File: config.mk
export PLATFORM = sky130hd
export DESIGN_NAME = axs7_step7_cfg
export DESIGN_NICKNAME = d
export VERILOG_FILES = /design/src/hdl/axs7_route.v /design/src/hdl/axs7_step7_cfg.v
export VERILOG_INCLUDE_DIRS = /design/src /design/src/hdl
export SDC_FILE = /design/constraint.sdc
export NUM_CORES = 1
export LEC_CHECK = 0
export ABC_CLOCK_PERIOD_IN_PS = 1260
export BUFFER_PORTS_ARGS = -buffer_cell sky130_fd_sc_hd__buf_4
export CELL_PAD_IN_SITES_DETAIL_PLACEMENT = 0
export CELL_PAD_IN_SITES_GLOBAL_PLACEMENT = 1
export CORE_AREA = 10 10 112 74
export DETAILED_ROUTE_END_ITERATION = 6
export DIE_AREA = 0 0 122 84
export GPL_TIMING_DRIVEN = 0
export PLACE_DENSITY_LB_ADDON = 0.1
export SLEW_MARGIN = 20
export SYNTH_ARGS = -nofsm -noshare
export SYNTH_HDL_FRONTEND = slang
export SYNTH_SLANG_ARGS = --single-unit
File: constraint.sdc
create_clock -name ref_clk -period 1.26 [get_ports ref_clk]
set_clock_uncertainty 0.2 [all_clocks]
set_input_delay 0.126 -clock ref_clk [delete_from_list [all_inputs] [get_ports ref_clk]]
set_output_delay 0.126 -clock ref_clk [all_outputs]
set_load 0.01 [all_outputs]
File: src/hdl/axs7_regs.vh
/*
  Register offsets, field positions, reset value and decode codes for the
  step-seven configuration register of the auxiliary converter sequencer.
  Assumes inclusion by the design files only.
*/
`ifndef AXS7_REGS_VH
`define AXS7_REGS_VH

// ****************************************
// Register map
// ****************************************
`define AXS7_IDX_STEP7_CFG 8'h97
`define AXS7_ADDR_STEP7_CFG 12'h25c
`define AXS7_RST_STEP7_CFG 16'h0007
`define AXS7_WR_MASK 16'he01f

// ****************************************
// Field positions
// ****************************************
`define AXS7_EN_BIT 15
`define AXS7_GAIN_HI 14
`define AXS7_GAIN_LO 13
`define AXS7_NEG_BIT 4
`define AXS7_POS_HI 3
`define AXS7_POS_LO 0

// ****************************************
// Decode codes
// ****************************************
`define AXS7_GAIN_X1 2'h0
`define AXS7_GAIN_X2 2'h1
`define AXS7_GAIN_X4 2'h2
`define AXS7_SRC_EXT 3'h0
`define AXS7_SRC_TEMP 3'h1
`define AXS7_SRC_SHORT 3'h2
`define AXS7_SRC_TDAC 3'h3
`define AXS7_SRC_SUP4 3'h4
`define AXS7_SRC_RAIL103 3'h5
`define AXS7_POS_TEMP 4'h8
`define AXS7_POS_SHORT 4'h9
`define AXS7_POS_TDAC 4'ha
`define AXS7_POS_AVDD4 4'hb
`define AXS7_POS_IOVDD4 4'hc
`define AXS7_POS_DVDD4 4'hd
`define AXS7_POS_ANALOG_POWER_RAIL 4'he
`define AXS7_POS_DIGITAL_POWER_RAIL 4'hf

`endif

File: src/hdl/axs7_route.v
/*
  Combinational decode of the step-seven fields into gain and input routing.
  Assumes its inputs come from registers on the same clock.
*/
`include "axs7_regs.vh"
`default_nettype none

module axs7_route (
  input wire [1:0] gain_sel, // Gain field
  input wire neg_sel, // Negative select bit
  input wire [3:0] pos_sel, // Positive selector
  output reg [1:0] gain_code, // Decoded gain
  output reg [2:0] src_kind, // Positive source class
  output reg [7:0] ext_onehot, // External input one-hot
  output reg [1:0] supply_pick, // Which supply or rail
  output reg neg_auto, // Negative input chosen internally
  output reg neg_ext7 // Negative on external input seven
);

  // ****************************************
  // Field decode
  // ****************************************
  // Gain: 10 and 11 both mean x4
  always @* begin
    case (gain_sel)
      2'h0: gain_code = `AXS7_GAIN_X1;
      2'h1: gain_code = `AXS7_GAIN_X2;
      default: gain_code = `AXS7_GAIN_X4;
    endcase
  end

  // Positive selector and negative override
  always @* begin
    ext_onehot = 8'h00;
    supply_pick = 2'h0;
    neg_auto = pos_sel[3];
    case (pos_sel)
      `AXS7_POS_TEMP: src_kind = `AXS7_SRC_TEMP;
      `AXS7_POS_SHORT: src_kind = `AXS7_SRC_SHORT;
      `AXS7_POS_TDAC: src_kind = `AXS7_SRC_TDAC;
      `AXS7_POS_AVDD4: src_kind = `AXS7_SRC_SUP4;
      `AXS7_POS_IOVDD4: begin
        src_kind = `AXS7_SRC_SUP4;
        supply_pick = 2'h1;
      end
      `AXS7_POS_DVDD4: begin
        src_kind = `AXS7_SRC_SUP4;
        supply_pick = 2'h2;
      end
      `AXS7_POS_ANALOG_POWER_RAIL: src_kind = `AXS7_SRC_RAIL103;
      `AXS7_POS_DIGITAL_POWER_RAIL: begin
        src_kind = `AXS7_SRC_RAIL103;
        supply_pick = 2'h1;
      end
      default: begin
        src_kind = `AXS7_SRC_EXT;
        ext_onehot = 8'h01 << pos_sel[2:0];
      end
    endcase
    // Bit ignored whenever an internal source is picked
    neg_ext7 = neg_sel & ~pos_sel[3];
  end

endmodule // axs7_route

`default_nettype wire

File: src/hdl/axs7_step7_cfg.v
/*
  Step-seven configuration register of the auxiliary converter sequencer,
  with APB slave access and the routing handed to the converter.
  Assumes a sequencer on ref_clk that pulses step_seven_active per conversion.
*/
// What this block does
// - Bit 15 enables sequence step seven
// - Gain bits 14:13 give 1, 2, 4, 4
// - Bit 4 picks ground or input seven
// - Codes 0-7 route external inputs in order
// - Codes 8-10: temperature, short, test DAC
// - Codes 11-15 select scaled supply monitors
// - Internal source picks negative input automatically
// - Address 97h, reset value 0007h
`include "axs7_regs.vh"
`default_nettype none

module axs7_step7_cfg (
  input wire ref_clk, // 10 MHz clock
  input wire rst_n, // Async reset, active low
  input wire psel, // APB select
  input wire penable, // APB enable
  input wire pwrite, // APB direction
  input wire [11:0] paddr, // APB byte address
  input wire [31:0] pwdata, // APB write data
  input wire [3:0] pstrb, // APB byte strobes
  output reg [31:0] prdata, // APB read data
  output reg pready, // APB ready
  output reg pslverr, // APB error
  input wire step_seven_active, // Sequencer at step seven
  output reg step_seven_enable, // Step included in sequence
  output reg conv_valid, // Routing valid for conversion
  output reg [1:0] conv_gain, // Applied gain code
  output reg [2:0] conv_src_kind, // Applied source class
  output reg [7:0] conv_ext_onehot, // Applied external input
  output reg [1:0] conv_supply_pick, // Applied supply choice
  output reg conv_neg_auto, // Negative internally chosen
  output reg conv_neg_ext7 // Negative on input seven
);

  // ****************************************
  // Constants
  // ****************************************
  // Stored bits of the word; the reserved span 12:5 never holds a one
  localparam [15:0] WR_MASK = `AXS7_WR_MASK;
  localparam [15:0] RST_VAL = `AXS7_RST_STEP7_CFG;
  localparam [11:0] CFG_ADDR = `AXS7_ADDR_STEP7_CFG;
  localparam integer LANES = 2;

  // ****************************************
  // Declarations
  // ****************************************
  reg [15:0] cfg_q;
  wire [15:0] cfg_d;
  wire [LANES-1:0] lane_en;
  wire en_f;
  wire [1:0] gain_f;
  wire neg_f;
  wire [3:0] pos_f;
  wire [1:0] gain_code;
  wire [2:0] src_kind;
  wire [7:0] ext_onehot;
  wire [1:0] supply_pick;
  wire neg_auto;
  wire neg_ext7;
  wire setup_hit;
  wire access_hit;
  wire write_hit;
  wire read_hit;
  wire miss_hit;
  wire step_go;

  // ****************************************
  // Bus decode
  // ****************************************
  // One mapped word; any other offset is answered with an error
  function addr_hit;
    input [11:0] a;
    begin
      addr_hit = (a == CFG_ADDR);
    end
  endfunction

  // Read view: reserved span and upper half always come back as zero
  function [31:0] read_word;
    input [15:0] r;
    begin
      read_word = {16'h0000, r & WR_MASK};
    end
  endfunction

  // Setup-phase detection: answer the cycle after setup
  assign setup_hit = psel & ~penable;
  assign access_hit = psel & penable & pready;
  // Writes commit at the access edge; reads are fetched at setup
  assign write_hit = access_hit & pwrite & addr_hit(paddr);
  assign read_hit = setup_hit & ~pwrite & addr_hit(paddr);
  assign miss_hit = setup_hit & ~addr_hit(paddr);

  // ****************************************
  // Byte-lane write
  // ****************************************
  // Each lane stores only under its own strobe; upper strobes have no lane
  genvar g;
  generate
    for (g = 0; g < LANES; g = g + 1) begin : g_lane
      assign lane_en[g] = write_hit & pstrb[g];
      assign cfg_d[8*g+7:8*g] = lane_en[g] ?
        (pwdata[8*g+7:8*g] & WR_MASK[8*g+7:8*g]) : cfg_q[8*g+7:8*g];
    end
  endgenerate

  // ****************************************
  // Register storage
  // ****************************************
  // Stored word; only the access edge of a hit write changes it
  always @(posedge ref_clk or negedge rst_n) begin
    if (!rst_n) begin
      cfg_q <= RST_VAL;
    end else begin
      cfg_q <= cfg_d;
    end
  end

  // ****************************************
  // Bus answer
  // ****************************************
  // Ready one cycle after setup: every access lasts exactly one cycle
  always @(posedge ref_clk or negedge rst_n) begin
    if (!rst_n) begin
      pready <= 1'b0;
    end else begin
      pready <= setup_hit;
    end
  end

  // Error pulse beside ready for any offset outside the map
  always @(posedge ref_clk or negedge rst_n) begin
    if (!rst_n) begin
      pslverr <= 1'b0;
    end else begin
      pslverr <= miss_hit;
    end
  end

  // Read data stands only in the ready cycle of a read hit
  always @(posedge ref_clk or negedge rst_n) begin
    if (!rst_n) begin
      prdata <= 32'h0000_0000;
    end else begin
      prdata <= read_hit ? read_word(cfg_q) : 32'h0000_0000;
    end
  end

  // ****************************************
  // Routing decode
  // ****************************************
  // Field views of the stored word
  assign en_f = cfg_q[`AXS7_EN_BIT];
  assign gain_f = cfg_q[`AXS7_GAIN_HI:`AXS7_GAIN_LO];
  assign neg_f = cfg_q[`AXS7_NEG_BIT];
  assign pos_f = cfg_q[`AXS7_POS_HI:`AXS7_POS_LO];
  assign step_go = step_seven_active & en_f;

  axs7_route u_route (
    .gain_sel(gain_f),
    .neg_sel(neg_f),
    .pos_sel(pos_f),
    .gain_code(gain_code),
    .src_kind(src_kind),
    .ext_onehot(ext_onehot),
    .supply_pick(supply_pick),
    .neg_auto(neg_auto),
    .neg_ext7(neg_ext7)
  );

  // ****************************************
  // Conversion hand-off
  // ****************************************
  // Enable copy trails the register by one cycle
  always @(posedge ref_clk or negedge rst_n) begin
    if (!rst_n) begin
      step_seven_enable <= 1'b0;
    end else begin
      step_seven_enable <= en_f;
    end
  end

  // Valid pulse marks the cycle that carries fresh routing
  always @(posedge ref_clk or negedge rst_n) begin
    if (!rst_n) begin
      conv_valid <= 1'b0;
    end else begin
      conv_valid <= step_go;
    end
  end

  // Latch routing only when the step runs, so a write mid-conversion
  // cannot disturb the settled front end
  always @(posedge ref_clk or negedge rst_n) begin
    if (!rst_n) begin
      conv_gain <= `AXS7_GAIN_X1;
      conv_src_kind <= `AXS7_SRC_EXT;
      conv_ext_onehot <= 8'h00;
      conv_supply_pick <= 2'h0;
      conv_neg_auto <= 1'b0;
      conv_neg_ext7 <= 1'b0;
    end else if (step_go) begin
      conv_gain <= gain_code;
      conv_src_kind <= src_kind;
      conv_ext_onehot <= ext_onehot;
      conv_supply_pick <= supply_pick;
      conv_neg_auto <= neg_auto;
      conv_neg_ext7 <= neg_ext7;
    end
  end

endmodule // axs7_step7_cfg

`default_nettype wire

==> metrics.yaml, run 1 <==
layout-drive-gt1-share_pct: 52.8
setup_viol: 26
gp_congestion: 0.667
setup_ws_ps: -315
layout_commonest_cell: "buf_4"
drt-initial-drc-count: 55
period_share_pct: 125
synth_top_area_cell: "dfrtp_1"
cp.arrival_ps: 1540
overflow: 0
yosys_warnings: 0
netlist_area_um2: 1640
power.density_nw_per_um2: 867
top_usage_layer: "met2"
timing.fmax_mhz: 635
drc: 0
n_antenna_cell: 0
ys_types: 25
crit_type: "in2reg"
drv_slew: 0
power_frac_seq_pct: 52.8
grt_max_degree: 38
grtUsageMet3_pct: 3.65
routed_via_density: 3.78
die_w_um: 122
syn_avg_cell_area_um2: 11.2
cts_tree: "done"
rsz0062_at_grt: "yes"
cts_buffers: 5
antenna_found_initial: 0
first_pass_iters: 4
required_ps: 1230
wl_per_cell_um: 13.8
ant_nets: 0
pre_cts_ws_ps: -728
p_sw_mw: 0.498
drv_cap: 0
io_pins: 107
cp_max_fo: 5
grt_pass1_wl_um: 7710
stdcell_area_um2: 2610
peakVddDrop_mv: 0.357
clkPwrFrac_pct: 37.0
dp_hpwl_um: 3510
nets: 304
die_area_um2: 10200
clk_latency_ps: 280
hp-class: "in2reg"
grt_use_met2_pct: 13.5
startpoint_type: "input port"
violations: "setup timing"
rrSetupSlack_ps: -240
via_count: 1273
fin_hold_ws_ps: 11.3
switching_share_pct: 22.1
cts.sinks: 37
area_growth_pct: 58.7
rows: 23
dp.cells: 313
synth_seq_cells: 37
die_h_um: 84
hold_viol: 0
core_um2: 6360
mostFrequentLayoutCells: "buf_4, dfrtp_1, nand2_1"
first_global_vias: 1499
status: "complete, but fails checks"
endpoint_kind: "flop"
start_util_pct: 25.8
met1_usage_pct: 12.2
fin_util_pct: 41.0
netlist_top_cells_area: "dfrtp_1, buf_4, nand2_1"
placed_area_um2: 2270
root_buffer: "clkbuf_8"
cts_buffer_depth: 2
yosysSeqAreaShare_pct: 56.6
wl_um: 4640
power_leakage_nw: 1.38
yosysTopAreaCellShare_pct: 51.8
clk_pin_slew_ps: 70
nFillCells: 643
post-route-min-period_ps: 1570
portBuffers: 56
h-tree-depth: 2
grtUsageTotal_pct: 9.39
power_frac_comb_pct: 10.2
intPower_mw: 1.76
fin_cells: 337
synthCells: 147
[flip-flops by register name, indices dropped and copies added, names as in the netlist]
register / flops
step_seven_enable: 1
conv_valid: 1
prdata: 8
conv_src_kind: 3
conv_supply_pick: 2
conv_neg_ext7: 1
conv_ext_onehot: 8
conv_neg_auto: 1
pslverr: 1
cfg_q: 8
conv_gain: 2
pready: 1
[cell usage after synthesis (all sizes together)]
cell type,number
a21oi,1
and2,9
buf,24
clkbuf,2
conb,1
dfrtp,34
dfstp,3
inv,2
mux2,8
nand2,30
nand2b,4
nand3b,2
nand4,1
nand4b,1
nand4bb,1
nor2,3
nor4,2
o21ai,9
o31ai,3
o41ai,1
or2,4
or4b,1
or4bb,1
[power by group through the flow]
stage / clock (mW) / sequential, mW / combinational (mW)
2_1_floorplan: 0 / 1.22 / 0.0995
3_3_place_gp: 0 / 1.21 / 0.199
3_5_place_dp: 0 / 1.22 / 0.200
4_1_cts: 0.873 / 1.19 / 0.229
5_1_grt: 0.919 / 1.19 / 0.257
6_report: 0.835 / 1.19 / 0.231
[cells by family after synthesis]
family	count (synthesis)	share of synthesized area [%]
flops	37	56.6
mux	8	5.49
buf+inv	28	11.9
simple gates	59	20.8
other cells	1	0.228
compound gates	14	4.95
[through the flow]
stage / TNS (ps) / total power, mW
finish: -5360 / 2.26
CTS: -5710 / 2.29
global route: -7200 / 2.37
global placement: -14630 / 1.41
floorplan: -6150 / 1.32
detailed placement: -14340 / 1.41
[final timing paths]
path | startpoint | endpoint | cells after the start
worst max register to register | pready | cfg_q[3] | 4
worst min-delay path | step_seven_active | conv_valid | 3
min in group asynchronous | rst_n | conv_src_kind[1] | 2
worst min register to register | cfg_q[15] | step_seven_enable | 0
max in group asynchronous | rst_n | cfg_q[1] | 2
worst max-delay path | paddr[0] | cfg_q[3] | 5
[timing repair]
action / CTS / global route
pin swaps: 13 / 9
hold buffers: 10 / 0
gates cloned: 0 / 0
buffers inserted: 6 / 1
gates resized for setup: 22 / 13
setup endpoints to repair: 33 / 29
hold endpoints to repair: 47 / 0
[per-layer routing]
layer  share of wire (%)  vias to the layer above  routed length [um]
met1                  47                      584                2200
met5                   0                        -                   0
li1                    -                      643                   -
met3                 7.2                        2                 336
met2                  45                       44                2070
met4                0.63                        0                  29
[cell type report]
cell class	count	area [um2]	share of cell area (%)
Multi-Input combinational cell	105	677	26.0
Timing Repair Buffer	73	592	22.7
Clock buffer	7	86.3	3.31
Inverter	2	10.0	0.384
Tap cell	87	109	4.18
Buffer	26	201	7.73
Sequential cell	37	930	35.7
[worst max-delay path, cell delays in order]
cell	delay [ps]
buf_6	90
or4bb_4	550
nor4_4	320
nand2_2	170
mux2_2	290
Power figures use the tool's default switching activity.
==> run 2, diff against run 1 <==
==> constraint.sdc (replaced) <==
create_clock -name ref_clk -period 1.26 [get_ports ref_clk]
set_clock_uncertainty 0.2 [all_clocks]
set_input_delay 0.189 -clock ref_clk [delete_from_list [all_inputs] [get_ports ref_clk]]
set_output_delay 0.189 -clock ref_clk [all_outputs]
set_load 0.01 [all_outputs]
==> run 2 against run 1 <==
The flow still finishes with violations (setup timing). Utilization is 0.18 points higher. Flip-flop and latch count stayed put. Sequential share of layout area is 0.15 points lower. Total power is 0.15% higher. Non-clock buffer count is 1 higher. Global-route usage hardly changed. Critical path depth stayed put. Die area stayed put. Cell count is 0.30% higher. Register-to-register slack hardly changed. First-iteration DRC count is 31% lower. Critical path type unchanged. Critical endpoint unchanged. Highest routed layer unchanged.
==> metrics.yaml, run 2 (same netlist as run 1, synthesis figures left out) <==
ff_latch_area_um2: 930  # unchanged
setup_viol: 27  # +3.8%
root_buffer: "clkbuf_8"
gp_congestion: 0.667  # unchanged
layout-drive-gt1-share_pct: 53.0  # +0.19 points
post-route-min-period_ps: 1650  # +74.6 ps
cts_buffers: 5  # unchanged
die_w_um: 122  # unchanged
nets: 305  # +0.33%
first_pass_iters: 4  # unchanged
drt-initial-drc-count: 38  # -31%
area_growth_pct: 59.4
p_sw_mw: 0.501  # +0.69%
hold_viol: 0  # unchanged
cp.arrival_ps: 1620  # +80 ps
multi_input_area_um2: 677  # unchanged
power_leakage_nw: 1.39  # +0.45%
core_um2: 6360  # unchanged
wl_per_cell_um: 13.8  # +0.37%
hp-class: "in2reg"
intPower_mw: 1.76  # about the same
drv_slew: 0  # unchanged
timing.fmax_mhz: 606  # -4.5%
overflow: 0  # unchanged
rows: 23  # unchanged
setup_ws_ps: -389  # -74.6 ps
cts.sinks: 37  # unchanged
violations: "setup timing"
grtUsageTotal_pct: 9.44  # +0.042 points
cp_max_fo: 5  # unchanged
top_regs: "cfg_q: 8 flops, conv_ext_onehot: 8 flops, prdata: 8 flops"
ant_nets: 0  # unchanged
crit_type: "in2reg"
peakVddDrop_mv: 0.353  # -1.0%
via_count: 1286  # +1.0%
h-tree-depth: 2  # unchanged
cts_tree: "done"
mostFrequentLayoutCells: "buf_4, dfrtp_1, nand2_1"
tns_ps: -6520  # -1160 ps
period_share_pct: 131  # +5.9 points
clk_pin_slew_ps: 70  # about the same
nFillCells: 644  # +0.16%
dp_hpwl_um: 3510  # unchanged
wl_um: 4670  # +0.67%
switching_share_pct: 22.2  # +0.12 points
routed_via_density: 3.80  # +0.72%
drv_cap: 0  # unchanged
power_frac_comb_pct: 10.2  # about the same
cts_buffer_depth: 2  # unchanged
clk_latency_ps: 290  # about the same
drc: 0  # unchanged
first_global_vias: 1503  # +0.27%
required_ps: 1230  # about the same
power.density_nw_per_um2: 864  # -0.28%
grt_max_degree: 38  # unchanged
die_area_um2: 10200  # unchanged
n_antenna_cell: 0  # unchanged
antenna_found_initial: 0  # unchanged
layout_commonest_cell: "buf_4"
die_h_um: 84  # unchanged
grt_pass1_wl_um: 7730  # +0.26%
power_frac_seq_pct: 52.7  # about the same
start_util_pct: 25.8  # unchanged
portBuffers: 56  # unchanged
endpoint_kind: "flop"
startpoint_type: "input port"
rsz0062_at_grt: "yes"
clkPwrFrac_pct: 37.0  # about the same
fin_util_pct: 41.1  # +0.18 points
status: "complete, but fails checks"
io_pins: 107  # unchanged
[run 2: cell types whose count changed in the layout (fill, tap and decap cells not counted), sizes merged]
cell  previous run  this run
buf             88        89
[run 2: critical path, cell delays in order]
cell and delay [ps]:
buf_6 90, or4b_4 550, nor4_4 330, nand2_2 170, mux2_2 290
[run 2: routing by layer]
| layer | up-vias | GRT usage (%) | wire length, um |
|---|---|---|---|
| met5 | - | 0 | 0 |
| met4 | 0 | 3.56 | 62 |
| met3 | 7 | 3.65 | 335 |
| met2 | 45 | 13.6 | 2070 |
| met1 | 591 | 12.3 | 2200 |
| li1 | 643 | - | - |
[run 2: metrics by stage]
| stage | instances | setup slack, ps | total power, mW | hold WS [ps] | instance area (um2) |
|---|---|---|---|---|---|
| after floorplan | 170 | -449 | 1.32 | -307 | 1740 |
| after global routing | 338 | -440 | 2.37 | 55.1 | 2620 |
| after CTS | 336 | -381 | 2.29 | 23.5 | 2570 |
| final | 338 | -389 | 2.26 | 41.6 | 2620 |
| after detailed placement | 313 | -791 | 1.41 | -7.04 | 2270 |
| after global placement | 313 | -805 | 1.41 | -11.3 | 2270 |
[run 2: repair_timing]
item / 4_1_cts / 5_1_grt
buffers inserted: 6 / 2
pin swaps: 13 / 8
hold buffers: 10 / 0
resized for setup: 22 / 14
endpoints found under the setup margin: 34 / 32
hold endpoints to repair: 43 / 0
[run 2: worst paths after layout]
kind | from | end | slack, ps | cells past startpoint
worst max-delay path | paddr[10] | cfg_q[3] | -390 | 5
worst min-delay path | psel | pslverr | 40 | 3
worst max register to register | pready | cfg_q[3] | -240 | 4
worst min register to register | cfg_q[15] | step_seven_enable | 240 | 0
max in group asynchronous | rst_n | cfg_q[0] | 290 | 2
min in group asynchronous | rst_n | conv_ext_onehot[3] | 210 | 2
[run 2: power by group through the flow]
stage                     Clock [mW]  Combinational, mW  Sequential, mW
final                          0.838              0.231            1.19
after CTS                      0.873              0.229            1.19
after global placement             0              0.199            1.21
after floorplan                    0             0.0995            1.22
after detailed placement           0              0.200            1.22
after global routing           0.919              0.257            1.19
[run 2: cell type report]
| type | count | area share [%] |
|---|---|---|
| sequential | 37 | 35.5 |
| multi-input combinational | 105 | 25.9 |
| timing repair buffer | 74 | 23.1 |
| buffer | 26 | 7.70 |
| tap | 87 | 4.16 |
| clock buffer | 7 | 3.30 |
| inverter | 2 | 0.383 |
==> run 3, diff against run 2 <==
HOLD_SLACK_MARGIN = 0.15   (was unset)
==> run 3 against run 2 <==
The flow still finishes with violations (setup timing). Critical path depth unchanged. Final area is the same. Non-clock buffer count unchanged. Highest routed layer unchanged.
==> metrics.yaml, run 3 (same netlist as run 1, synthesis figures left out) <==
status: "complete, but fails checks"
violations: "setup timing"
placed_area_um2: 2270  # unchanged
multi_input_area_um2: 677  # unchanged
power_frac_seq_pct: 52.7  # about the same
nFillCells: 644  # unchanged
antenna_found_initial: 0  # unchanged
cts.sinks: 37  # unchanged
ff_latch_area_um2: 930  # unchanged
drc: 0  # unchanged
nets: 305  # unchanged
cts_tree: "done"
cp-endpoint: "cfg_q[3]"
layout-drive-gt1-share_pct: 53.0  # unchanged
power.density_nw_per_um2: 864  # about the same
r2r_start: "pready"
intPower_mw: 1.76  # about the same
hold_viol: 0  # unchanged
period_share_pct: 131  # about the same
crit_type: "in2reg"
root_buffer: "clkbuf_8"
endpoint_kind: "flop"
fin_cells: 338  # unchanged
hp-class: "in2reg"
grtUsageTotal_pct: 9.44  # unchanged
timing.fmax_mhz: 606  # about the same
cp_max_fo: 5  # unchanged
die_w_um: 122  # unchanged
setup.worst_path.start: "paddr[10]"
cts_buffers: 5  # unchanged
wl_per_cell_um: 13.8  # unchanged
h-tree-depth: 2  # unchanged
power_frac_comb_pct: 10.2  # about the same
switching_share_pct: 22.2  # about the same
setup_ws_ps: -389  # -0.0510 ps
hold_buffers: 10  # unchanged
rows: 23  # unchanged
n_antenna_cell: 0  # unchanged
area_growth_pct: 59.4  # unchanged
io_pins: 107  # unchanged
clk_latency_ps: 290  # about the same
portBuffers: 56  # unchanged
p_sw_mw: 0.501  # about the same
mostFrequentLayoutCells: "buf_4, dfrtp_1, nand2_1"
setup_viol: 27  # unchanged
peakVddDrop_mv: 0.353  # about the same
overflow: 0  # unchanged
cts_buffer_depth: 2  # unchanged
start_util_pct: 25.8  # unchanged
via_count: 1284  # -0.16%
die_area_um2: 10200  # unchanged
rsz0062_at_grt: "yes"
ant_nets: 0  # unchanged
post-route-min-period_ps: 1650  # +0.0510 ps
drt-initial-drc-count: 38  # unchanged
top_regs: "cfg_q: 8 flops, conv_ext_onehot: 8 flops, prdata: 8 flops"
dp.cells: 313  # unchanged
dp_hpwl_um: 3510  # unchanged
first_pass_iters: 4  # unchanged
first_global_vias: 1502  # -0.067%
grt_pass1_wl_um: 7730  # unchanged
grt_max_degree: 38  # unchanged
stdcell_area_um2: 2620  # unchanged
drv_cap: 0  # unchanged
power.total_mw: 2.26  # about the same
die_h_um: 84  # unchanged
clk_pin_slew_ps: 70  # about the same
layout_commonest_cell: "buf_4"
clkPwrFrac_pct: 37.0  # about the same
routed_via_density: 3.80  # -0.16%
regToRegEndpoint: "cfg_q[3]"
drv_slew: 0  # unchanged
core_um2: 6360  # unchanged
reg2regPathDepth: 4  # unchanged
cp.arrival_ps: 1620  # about the same
startpoint_type: "input port"
required_ps: 1230  # about the same
power_leakage_nw: 1.39  # unchanged
rrSetupSlack_ps: -240  # about the same
gp_congestion: 0.667  # unchanged
wl_um: 4670  # unchanged
run 3: routing by layer:
layer	track usage, %	vias up	wire [um]
met4	3.56	0	62
met5	0	-	0
met2	13.6	45	2070
li1	-	643	-
met1	12.3	589	2200
met3	3.65	7	335
run 3: metrics by stage:
step | hold slack [ps] | worst slack, ps | utilization, % | TNS (ps)
after CTS | 75.9 | -381 | 40.4 | -6720
final | 70.6 | -389 | 41.1 | -6510
after detailed placement | -7.04 | -791 | 35.7 | -15410
after global placement | -11.3 | -805 | 35.7 | -15700
after floorplan | -307 | -449 | - | -7220
after global routing | 85.1 | -440 | 41.1 | -8300
run 3: worst min path at each step:
stage / start / endpoint / slack [ps] / cells after the start
floorplan: rst_n / cfg_q[13] / -310 / 0
global placement: rst_n / conv_valid / -10 / 1
detailed placement: rst_n / conv_valid / -7 / 1
CTS: step_seven_active / conv_ext_onehot[0] / 80 / 3
global route: step_seven_active / conv_valid / 90 / 3
finish: step_seven_active / conv_valid / 70 / 3
run 3: final cells by class:
type                            count  share of cell area [%]
Buffer                             26                    7.70
Clock buffer                        7                    3.30
Inverter                            2                   0.383
Multi-Input combinational cell    105                    25.9
Sequential cell                    37                    35.5
Tap cell                           87                    4.16
Timing Repair Buffer               74                    23.1
run 3: what timing repair did:
item,in CTS,in global routing
pin swaps,13,8
setup endpoints to repair,34,32
endpoints found under the hold margin,57,10
resized for setup,22,14
setup buffers,6,2
run 3: worst max-delay path: stages:
cell,delay [ps]
buf_6,90
or4b_4,550
nor4_4,330
nand2_2,170
mux2_2,290
run 3: power by group through the flow:
stage | sequential (mW) | combinational [mW] | clock (mW)
floorplan | 1.22 | 0.0995 | 0
global placement | 1.21 | 0.199 | 0
detailed placement | 1.22 | 0.200 | 0
CTS | 1.19 | 0.229 | 0.873
global route | 1.19 | 0.257 | 0.919
finish | 1.19 | 0.231 | 0.838
